$ cat config.mk
export PLATFORM = sky130hd
export DESIGN_NAME = tcp_test_user_registers
export DESIGN_NICKNAME = d
export VERILOG_FILES = /design/src/test_regs_pkg.sv /design/src/tcp_test_user_registers.sv
export SDC_FILE = /design/constraint.sdc
export NUM_CORES = 1
export LEC_CHECK = 0
export ABC_AREA = 1
export BUFFER_PORTS_ARGS = -buffer_cell sky130_fd_sc_hd__buf_4
export CORE_AREA = 4 4 120 179
export CTS_BUF_LIST = sky130_fd_sc_hd__clkbuf_4 sky130_fd_sc_hd__clkbuf_8
export CTS_CLUSTER_DIAMETER = 30
export CTS_CLUSTER_SIZE = 30
export DETAILED_ROUTE_END_ITERATION = 8
export DIE_AREA = 0 0 124 183
export HOLD_SLACK_MARGIN = 0.15
export PLACE_DENSITY_LB_ADDON = 0.2
export SLEW_MARGIN = 40
export SYNTH_ARGS = -nofsm -noshare
export SYNTH_HDL_FRONTEND = slang
export SYNTH_SLANG_ARGS = --single-unit
$ cat constraint.sdc
create_clock -name pclk -period 3 [get_ports pclk]
set_clock_uncertainty 0.05 [all_clocks]
set_input_delay 0.15 -clock pclk [delete_from_list [all_inputs] [get_ports pclk]]
set_output_delay 0.15 -clock pclk [all_outputs]
set_load 0.01 [all_outputs]
$ cat src/test_regs_pkg.sv
// Constants and types shared by the test register block.
// Assumes a 32-bit APB bus and a 16-bit byte address window.
package test_regs_pkg;

  // ----------------------------------------------------------
  // Register byte offsets
  // ----------------------------------------------------------
  localparam int          ADDR_W       = 16;
  localparam logic [15:0] OFF_TX_LEN   = 16'h1000;
  localparam logic [15:0] OFF_CMD      = 16'h1004;
  localparam logic [15:0] OFF_RST      = 16'h1008;
  localparam logic [15:0] OFF_FIFO     = 16'h100C;
  localparam logic [15:0] OFF_RX_LEN   = 16'h1010;
  localparam logic [15:0] OFF_IRQ_STS  = 16'h1014;
  localparam logic [15:0] OFF_IRQ_MASK = 16'h1018;

  // ----------------------------------------------------------
  // Field positions
  // ----------------------------------------------------------
  localparam int CMD_START_N  = 0;
  localparam int CMD_VERIFY   = 1;
  localparam int CMD_BUSY     = 0;
  localparam int CMD_FAIL     = 1;
  localparam int CMD_CONN     = 2;
  localparam int RST_SOFT     = 0;
  localparam int RST_TIMER    = 8;
  localparam int FF_LAST_LSB  = 0;
  localparam int FF_LAST_W    = 4;
  localparam int FF_TX_FULL   = 24;
  localparam int IRQ_W        = 3;

  // ----------------------------------------------------------
  // Reset values and limits
  // ----------------------------------------------------------
  localparam logic [31:0] TX_SIZE_RST = 32'h00000000;
  localparam logic [31:0] TX_SIZE_MAX = 32'h0FFFFFFF;
  localparam logic [31:0] COUNT_RST   = 32'h00000000;
  localparam logic [31:0] ONE32       = 32'h00000001;
  localparam logic [IRQ_W-1:0] IRQ_RST = 3'h0;

  // Sticky event bits, same layout in status and mask
  typedef struct packed {
    logic timer;
    logic fail;
    logic done;
  } irq_bits_t;

  typedef enum logic {TX_IDLE, TX_RUN} tx_state_t;

endpackage

$ cat src/tcp_test_user_registers.sv
// Test register bank with a transmit pattern generator and a
// receive pattern checker beside an offload core.
// Assumes the core FIFOs run on pclk; the receive FIFO shows
// read data one cycle after its read enable.
//
// The APB register port was decided locally.
`timescale 1ns/10ps
module tcp_test_user_registers (
  input  wire logic                     pclk,
  input  wire logic                     presetn,
  input  wire logic                     psel,
  input  wire logic                     penable,
  input  wire logic                     pwrite,
  input  wire logic [15:0]              paddr,
  input  wire logic [31:0]              pwdata,
  output logic                          pready,
  output logic [31:0]                   prdata,
  output logic                          pslverr,
  input  wire logic                     connection_open,
  input  wire logic                     offload_timer_interrupt,
  input  wire logic [3:0]               rx_fifo_last_byte_count,
  input  wire logic                     tx_fifo_full,
  output logic                          tx_fifo_write_enable,
  output logic [127:0]                  tx_fifo_write_data,
  input  wire logic                     rx_fifo_empty,
  output logic                          rx_fifo_read_enable,
  input  wire logic [127:0]             rx_fifo_read_data,
  output logic                          irq
);

  // ----------------------------------------------------------
  // Shared helpers
  // ----------------------------------------------------------
  // Four copies of the 32-bit word count form one 128-bit word
  function automatic logic [127:0] pattern(input logic [31:0] c);
    return {c, c, c, c};
  endfunction

  logic                 pready_r;
  logic [31:0]          prdata_r;
  logic                 pslverr_r;
  logic                 pready_nxt;
  logic [31:0]          prdata_nxt;
  logic                 pslverr_nxt;
  logic [31:0]          tx_size_r;
  logic [31:0]          tx_size_nxt;
  logic                 verify_en_r;
  logic                 verify_en_nxt;
  logic                 soft_rst_r;
  logic                 soft_rst_nxt;
  test_regs_pkg::tx_state_t tx_st_r;
  test_regs_pkg::tx_state_t tx_st_nxt;
  logic [31:0]          tx_cnt_r;
  logic [31:0]          tx_cnt_nxt;
  logic                 rd_d_r;
  logic                 rd_d_nxt;
  logic [31:0]          rx_cnt_r;
  logic [31:0]          rx_cnt_nxt;
  logic                 fail_r;
  logic                 fail_nxt;
  logic                 timer_seen_r;
  logic                 timer_seen_nxt;
  test_regs_pkg::irq_bits_t sts_r;
  test_regs_pkg::irq_bits_t sts_nxt;
  test_regs_pkg::irq_bits_t mask_r;
  test_regs_pkg::irq_bits_t mask_nxt;
  logic                 irq_r;
  logic                 irq_nxt;
  logic                 setup;
  logic                 wr_acc;
  logic                 wr_tx_len;
  logic                 wr_cmd;
  logic                 wr_rst;
  logic                 start;
  logic                 mismatch;
  logic                 done_ev;

  // ----------------------------------------------------------
  // APB decode
  // ----------------------------------------------------------
  // Zero-wait slave: a write lands at the access edge
  assign setup     = psel & ~penable;
  assign wr_acc    = psel & penable & pwrite & pready_r;
  assign wr_tx_len = wr_acc & (paddr == test_regs_pkg::OFF_TX_LEN);
  assign wr_cmd    = wr_acc & (paddr == test_regs_pkg::OFF_CMD);
  assign wr_rst    = wr_acc & (paddr == test_regs_pkg::OFF_RST);
  // A zero size would never finish, so it is refused
  assign start = wr_cmd & ~pwdata[test_regs_pkg::CMD_START_N]
                 & (tx_size_r != test_regs_pkg::COUNT_RST);

  // Write gating must react in the same cycle as full, so these
  // two strobes are gates on tx_fifo_full and rx_fifo_empty, not flops
  assign tx_fifo_write_enable = (tx_st_r == test_regs_pkg::TX_RUN)
                                & ~tx_fifo_full;
  assign tx_fifo_write_data   = pattern(tx_cnt_r);
  assign rx_fifo_read_enable  = ~rx_fifo_empty;
  assign mismatch = rd_d_r & verify_en_r
                    & (rx_fifo_read_data != pattern(rx_cnt_r));
  assign pready  = pready_r;
  assign prdata  = prdata_r;
  assign pslverr = pslverr_r;
  assign irq     = irq_r;

  // ----------------------------------------------------------
  // Read path
  // ----------------------------------------------------------
  // Read data is captured in setup so it is stable in access
  always_comb begin
    pready_nxt  = 1'b1;
    prdata_nxt  = prdata_r;
    pslverr_nxt = pslverr_r;
    if (setup) begin
      prdata_nxt  = 32'h00000000;
      pslverr_nxt = 1'b0;
      unique case (paddr)
        test_regs_pkg::OFF_TX_LEN: begin
          prdata_nxt = tx_cnt_r;
        end
        test_regs_pkg::OFF_CMD: begin
          prdata_nxt[test_regs_pkg::CMD_BUSY] =
            (tx_st_r == test_regs_pkg::TX_RUN);
          prdata_nxt[test_regs_pkg::CMD_FAIL] = fail_r;
          prdata_nxt[test_regs_pkg::CMD_CONN] =
            connection_open;
        end
        test_regs_pkg::OFF_RST: begin
          prdata_nxt[test_regs_pkg::RST_SOFT]  = soft_rst_r;
          prdata_nxt[test_regs_pkg::RST_TIMER] =
            timer_seen_r;
        end
        test_regs_pkg::OFF_FIFO: begin
          prdata_nxt[test_regs_pkg::FF_LAST_LSB +: test_regs_pkg::FF_LAST_W]
            = rx_fifo_last_byte_count;
          prdata_nxt[test_regs_pkg::FF_TX_FULL] =
            tx_fifo_full;
        end
        test_regs_pkg::OFF_RX_LEN: begin
          prdata_nxt = rx_cnt_r;
        end
        test_regs_pkg::OFF_IRQ_STS: begin
          prdata_nxt[test_regs_pkg::IRQ_W-1:0] = sts_r;
        end
        test_regs_pkg::OFF_IRQ_MASK: begin
          prdata_nxt[test_regs_pkg::IRQ_W-1:0] = mask_r;
        end
        default: begin
          pslverr_nxt = 1'b1;
        end
      endcase
      // Unmapped writes are refused the same way
    end
  end

  always_ff @(posedge pclk or negedge presetn) begin
    if (!presetn) begin
      pready_r  <= 1'b0;
      prdata_r  <= 32'h00000000;
      pslverr_r <= 1'b0;
    end else begin
      pready_r  <= pready_nxt;
      prdata_r  <= prdata_nxt;
      pslverr_r <= pslverr_nxt;
    end
  end

  // ----------------------------------------------------------
  // Control registers
  // ----------------------------------------------------------
  // Soft reset is a one-cycle pulse that clears the test logic
  always_comb begin
    tx_size_nxt   = tx_size_r;
    verify_en_nxt = verify_en_r;
    soft_rst_nxt  = wr_rst & pwdata[test_regs_pkg::RST_SOFT];
    if (soft_rst_r) begin
      tx_size_nxt   = test_regs_pkg::TX_SIZE_RST;
      verify_en_nxt = 1'b0;
    end else begin
      if (wr_tx_len) begin
        tx_size_nxt = pwdata;
      end
      if (wr_cmd) begin
        verify_en_nxt = pwdata[test_regs_pkg::CMD_VERIFY];
      end
    end
  end

  always_ff @(posedge pclk or negedge presetn) begin
    if (!presetn) begin
      tx_size_r   <= test_regs_pkg::TX_SIZE_RST;
      verify_en_r <= 1'b0;
      soft_rst_r  <= 1'b0;
    end else begin
      tx_size_r   <= tx_size_nxt;
      verify_en_r <= verify_en_nxt;
      soft_rst_r  <= soft_rst_nxt;
    end
  end

  // ----------------------------------------------------------
  // Pattern generator and checker
  // ----------------------------------------------------------
  // A command write with bit 0 high stops a running transfer
  always_comb begin
    tx_st_nxt  = tx_st_r;
    tx_cnt_nxt = tx_cnt_r;
    done_ev    = 1'b0;
    rd_d_nxt   = rx_fifo_read_enable & ~soft_rst_r;
    rx_cnt_nxt = rx_cnt_r;
    fail_nxt   = fail_r;
    if (soft_rst_r) begin
      tx_st_nxt  = test_regs_pkg::TX_IDLE;
      tx_cnt_nxt = test_regs_pkg::COUNT_RST;
      rx_cnt_nxt = test_regs_pkg::COUNT_RST;
      fail_nxt   = 1'b0;
    end else begin
      if (wr_cmd) begin
        tx_cnt_nxt = test_regs_pkg::COUNT_RST;
        rx_cnt_nxt = test_regs_pkg::COUNT_RST;
        fail_nxt   = 1'b0;
        tx_st_nxt  = start ? test_regs_pkg::TX_RUN
                           : test_regs_pkg::TX_IDLE;
      end else begin
        if (tx_fifo_write_enable) begin
          tx_cnt_nxt = tx_cnt_r + test_regs_pkg::ONE32;
          if (tx_cnt_nxt == tx_size_r) begin
            tx_st_nxt = test_regs_pkg::TX_IDLE;
            done_ev   = 1'b1;
          end
        end
        if (rd_d_r) begin
          rx_cnt_nxt = rx_cnt_r + test_regs_pkg::ONE32;
        end
      end
      // A mismatch in the clearing cycle still sets the flag
      if (mismatch) begin
        fail_nxt = 1'b1;
      end
    end
  end

  always_ff @(posedge pclk or negedge presetn) begin
    if (!presetn) begin
      tx_st_r  <= test_regs_pkg::TX_IDLE;
      tx_cnt_r <= test_regs_pkg::COUNT_RST;
      rd_d_r   <= 1'b0;
      rx_cnt_r <= test_regs_pkg::COUNT_RST;
      fail_r   <= 1'b0;
    end else begin
      tx_st_r  <= tx_st_nxt;
      tx_cnt_r <= tx_cnt_nxt;
      rd_d_r   <= rd_d_nxt;
      rx_cnt_r <= rx_cnt_nxt;
      fail_r   <= fail_nxt;
    end
  end

  // ----------------------------------------------------------
  // Timer latch and interrupts
  // ----------------------------------------------------------
  // Set beats clear everywhere so no event is lost
  always_comb begin
    timer_seen_nxt = timer_seen_r;
    if (wr_rst && pwdata[test_regs_pkg::RST_TIMER]) begin
      timer_seen_nxt = 1'b0;
    end
    if (offload_timer_interrupt) begin
      timer_seen_nxt = 1'b1;
    end
    sts_nxt  = sts_r;
    mask_nxt = mask_r;
    if (wr_acc && paddr == test_regs_pkg::OFF_IRQ_STS) begin
      sts_nxt = sts_r & ~pwdata[test_regs_pkg::IRQ_W-1:0];
    end
    if (wr_acc && paddr == test_regs_pkg::OFF_IRQ_MASK) begin
      mask_nxt = pwdata[test_regs_pkg::IRQ_W-1:0];
    end
    sts_nxt.done  = sts_nxt.done  | done_ev;
    sts_nxt.fail  = sts_nxt.fail  | mismatch;
    sts_nxt.timer = sts_nxt.timer | offload_timer_interrupt;
    irq_nxt = |(sts_nxt & mask_nxt);
  end

  always_ff @(posedge pclk or negedge presetn) begin
    if (!presetn) begin
      timer_seen_r <= 1'b0;
      sts_r        <= test_regs_pkg::IRQ_RST;
      mask_r       <= test_regs_pkg::IRQ_RST;
      irq_r        <= 1'b0;
    end else begin
      timer_seen_r <= timer_seen_nxt;
      sts_r        <= sts_nxt;
      mask_r       <= mask_nxt;
      irq_r        <= irq_nxt;
    end
  end
endmodule

==> flow_metrics.tcl <==
set metrics [dict create \
    min-delay-path-class "in2reg" \
    synth-seq-area-share 0.332 \
    critical_path.startpoint_type "flop" \
    power.total_mw 6.75 \
    synth.ff_latch_count 143 \
    cts_inserted_buffers 17 \
    syn_inst 1540 \
    power.switching_mw 2.48 \
    max_slew.worst_pin.slew_ps 660 \
    grtUsageTotal 0.332 \
    synth.top_cells.by_area "sky130_fd_sc_hd__dfrtp_1 (33%), sky130_fd_sc_hd__nand2_1 (12%), sky130_fd_sc_hd__buf_4 (7.0%)" \
    outcome "finished, final reports clean" \
    synth_cell_types 49 \
    cellLeakagePower_nw 6.80 \
    combPwrFrac 0.367 \
    dpl.hpwl_um 30100 \
    worstPathBufferInverterCount 1 \
    wl_per_cell_um 18.4 \
    num_antenna_cells 0 \
    syn_nets 1731 \
    synthDominantAreaCellType "sky130_fd_sc_hd__dfrtp_1" \
    postRouteWirelength_um 38500 \
    cts-htree-levels 4 \
    via_count_of_the_first_global_routing_pass 11300 \
    mostFrequentLayoutCell "sky130_fd_sc_hd__buf_4" \
    cp_cell_sequence "ha_1 -> nand2_2 -> nor2_8 -> nand3_1 -> inv_2 -> nand2_1 -> nand2_1 -> nand2_1 -> nand2_1 -> nand2_1 -> nor2_1 -> nand2_1 -> nor2_1 -> nand4_1 -> nand2_1 -> nand2_1 -> nand2_1" \
    unrepaired_setup_endpoints_after_global_routing "false" \
    ir_worst_vdd_mv 0.350 \
    grt_antenna_before_repair 0 \
    slew_violations 0 \
    slowest_stage_cell_on_the_critical_path "sky130_fd_sc_hd__dfrtp_1" \
    pwr-share-clk 0.259 \
    post_cts_resized 0 \
    synth-warning-count 0 \
    num_io_pins 354 \
    worst_path_max_fanout 9 \
    cts_num_sinks 143 \
    postRouteAntennaNets 0 \
    die_width_um 124 \
    max_stage_delay_ps 550 \
    drive_gt1_frac 0.258 \
    synthToLayoutAreaGrowth_pct 28.3 \
    max_freq_mhz 371 \
    net_count_final 2012 \
    core-area_um2 19800 \
    primary_flip_flop_cell_chosen_by_synthesis_mapping "sky130_fd_sc_hd__dfrtp_1" \
    critical-path-top-delay-family "simple AND/OR/NAND/NOR gates" \
    synthesis.area_per_instance_um2 7.01 \
    cp_common_cell "sky130_fd_sc_hd__nand2_1" \
    cp-end-kind "flop" \
    grt_overflow_total 0 \
    commonest_cells_after_routing_fill_and_taps_aside "sky130_fd_sc_hd__buf_4 (371), sky130_fd_sc_hd__nand2_1 (339), sky130_fd_sc_hd__nor2_1 (198)" \
    num_vias 11500 \
    root_buffer "sky130_fd_sc_hd__clkbuf_8" \
    port-buffer-count 353 \
    finalSetupViolations 0 \
    synth_enable_flop_cells 0 \
    finalHoldWorstSlack_ps 172 \
    final_hold_viol_count 0 \
    cp_data_arrival_time_ps 3030 \
    fin_crit_sh 0.900 \
    cp_data_required_time_ps 3340 \
    post-route-min-period_ps 2700 \
    synth_top_area_frac 0.332 \
    ctsLongestPathBuffers 2 \
    async_reset_ff_frac 1.00 \
    setup_tns_ps 0 \
    pwr_density_nw_per_um2 487 \
    place_congestion 0.983 \
    clkLatencyLatePin_ps 450 \
    fill_cells 1721 \
    die_height_um 183 \
    drtIter0Drc 835 \
    maxSlewHeadroom 0.560 \
    clk_pin_slew_worst_paths_ps 90 \
    drtPass1Iterations 5 \
    grt_start_max_net_pins 79 \
    placement_rows 63 \
    p_seq_frac 0.374 \
    internal-power_mw 4.27 \
    grt_first_pass_wirelength_um 58000 \
    netSwitchingFraction 0.368 \
    drv.max_cap_violation_count 0 \
    initial_cell_density_of_the_core 0.546 \
    die_area_um2 22700 \
    syn_area_um2 10800 \
    crit_type "reg2reg" \
    post_route_drc 0 \
    routed_via_density 5.51 \
    tritoncts "yes" \
]
final timing paths:
kind | depth (start not counted) | end | from | slack [ps]
setup / recovery | 17 | irq$_DFF_PN0_ | tx_cnt_r[1]$_DFFE_PN0P_ | 300
hold / removal | 5 | prdata[1]$_DFFE_PN0P_ | paddr[3] | 170
setup reg to reg | 17 | irq$_DFF_PN0_ | tx_cnt_r[1]$_DFFE_PN0P_ | 300
hold reg to reg | 2 | verify_en_r$_DFFE_PN0P_ | verify_en_r$_DFFE_PN0P_ | 450
max in group asynchronous | 3 | prdata[0]$_DFFE_PN0P_ | presetn | 1840
min in group asynchronous | 2 | tx_size_r[23]$_DFFE_PN0P_ | presetn | 210
tightest hold or removal path, delay by kind of cell:
family / cells / cell delay (ps)
AO/OA/AOI/OAI: 2 / 230
buffers and inverters: 2 / 180
AND/OR/NAND/NOR: 1 / 80
repair_timing:
item | 4_1_cts | 5_1_grt
setup buffers | 0 | 0
hold buffers | 43 | 0
endpoints found under the hold margin | 110 | 0
stage by stage:
step	std cells	setup WS, ps	cell area, um^2	utilization
floorplan	1540	896	10800	-
global placement	2019	407	13000	0.655
detailed placement	2019	425	13000	0.655
CTS	2094	395	13800	0.700
global route	2094	144	13800	0.700
finish	2094	301	13800	0.700
synth_stat cells (25+ instances only):
master                       n
sky130_fd_sc_hd__o21ai_0    67
sky130_fd_sc_hd__nand3_1   135
sky130_fd_sc_hd__inv_1     146
sky130_fd_sc_hd__or2_2      29
sky130_fd_sc_hd__xor2_1     51
sky130_fd_sc_hd__xnor2_1    55
sky130_fd_sc_hd__dfrtp_1   143
sky130_fd_sc_hd__o22ai_1    27
sky130_fd_sc_hd__a221oi_1   30
sky130_fd_sc_hd__nand2_1   339
sky130_fd_sc_hd__buf_4     100
sky130_fd_sc_hd__nor2_1    200
sky130_fd_sc_hd__clkbuf_1   28
sky130_fd_sc_hd__nand4_1    25
sky130_fd_sc_hd__nor3_1     37
cells by family (layout without fill, tap and decap cells):
group           after synthesis  count (layout)  share of synthesized area
compound gates              168             168                     0.0959
xor+xnor                    108             108                     0.0902
fa+ha+maj                     2               2                    0.00232
buf+inv                     306             600                      0.144
flops                       143             143                      0.332
other cells                   1               1                   0.000347
simple gates                812             812                      0.336
flip-flops by register name, indices dropped and copies added, names as in the netlist:
register	count
tx_cnt_r	32
rx_cnt_r	32
pslverr	1
fail_r	1
timer_seen_r	1
tx_size_r	32
tx_st_r	1
pready	1
irq	1
rd_d_r	1
verify_en_r	1
sts_r	3
mask_r	3
soft_rst_r	1
prdata	32
power by group through the flow:
stage	Combinational, mW	Sequential [mW]	Clock, mW
4_1_cts	2.48	2.51	1.76
2_1_floorplan	1.56	2.44	0
3_5_place_dp	2.42	2.55	0
3_3_place_gp	2.39	2.54	0
6_report	2.48	2.52	1.75
5_1_grt	2.68	2.56	1.85
layer usage:
layer	vias to the layer above	routed length (um)	track usage
met2	556	19500	0.589
met4	0	2250	0.182
li1	5471	-	-
met1	5380	13900	0.373
met3	138	2890	0.0543
met5	-	0	0
final cells by class:
type / instances / area [um^2] / area share
Inverter: 152 / 571 / 0.0412
Multi-Input combinational cell: 1091 / 5680 / 0.410
Clock buffer: 20 / 269 / 0.0194
Tap cell: 260 / 325 / 0.0235
Clock inverter: 12 / 180 / 0.0130
Timing Repair Buffer: 416 / 3250 / 0.234
Sequential cell: 143 / 3580 / 0.258
Power figures use the tool's default switching activity.
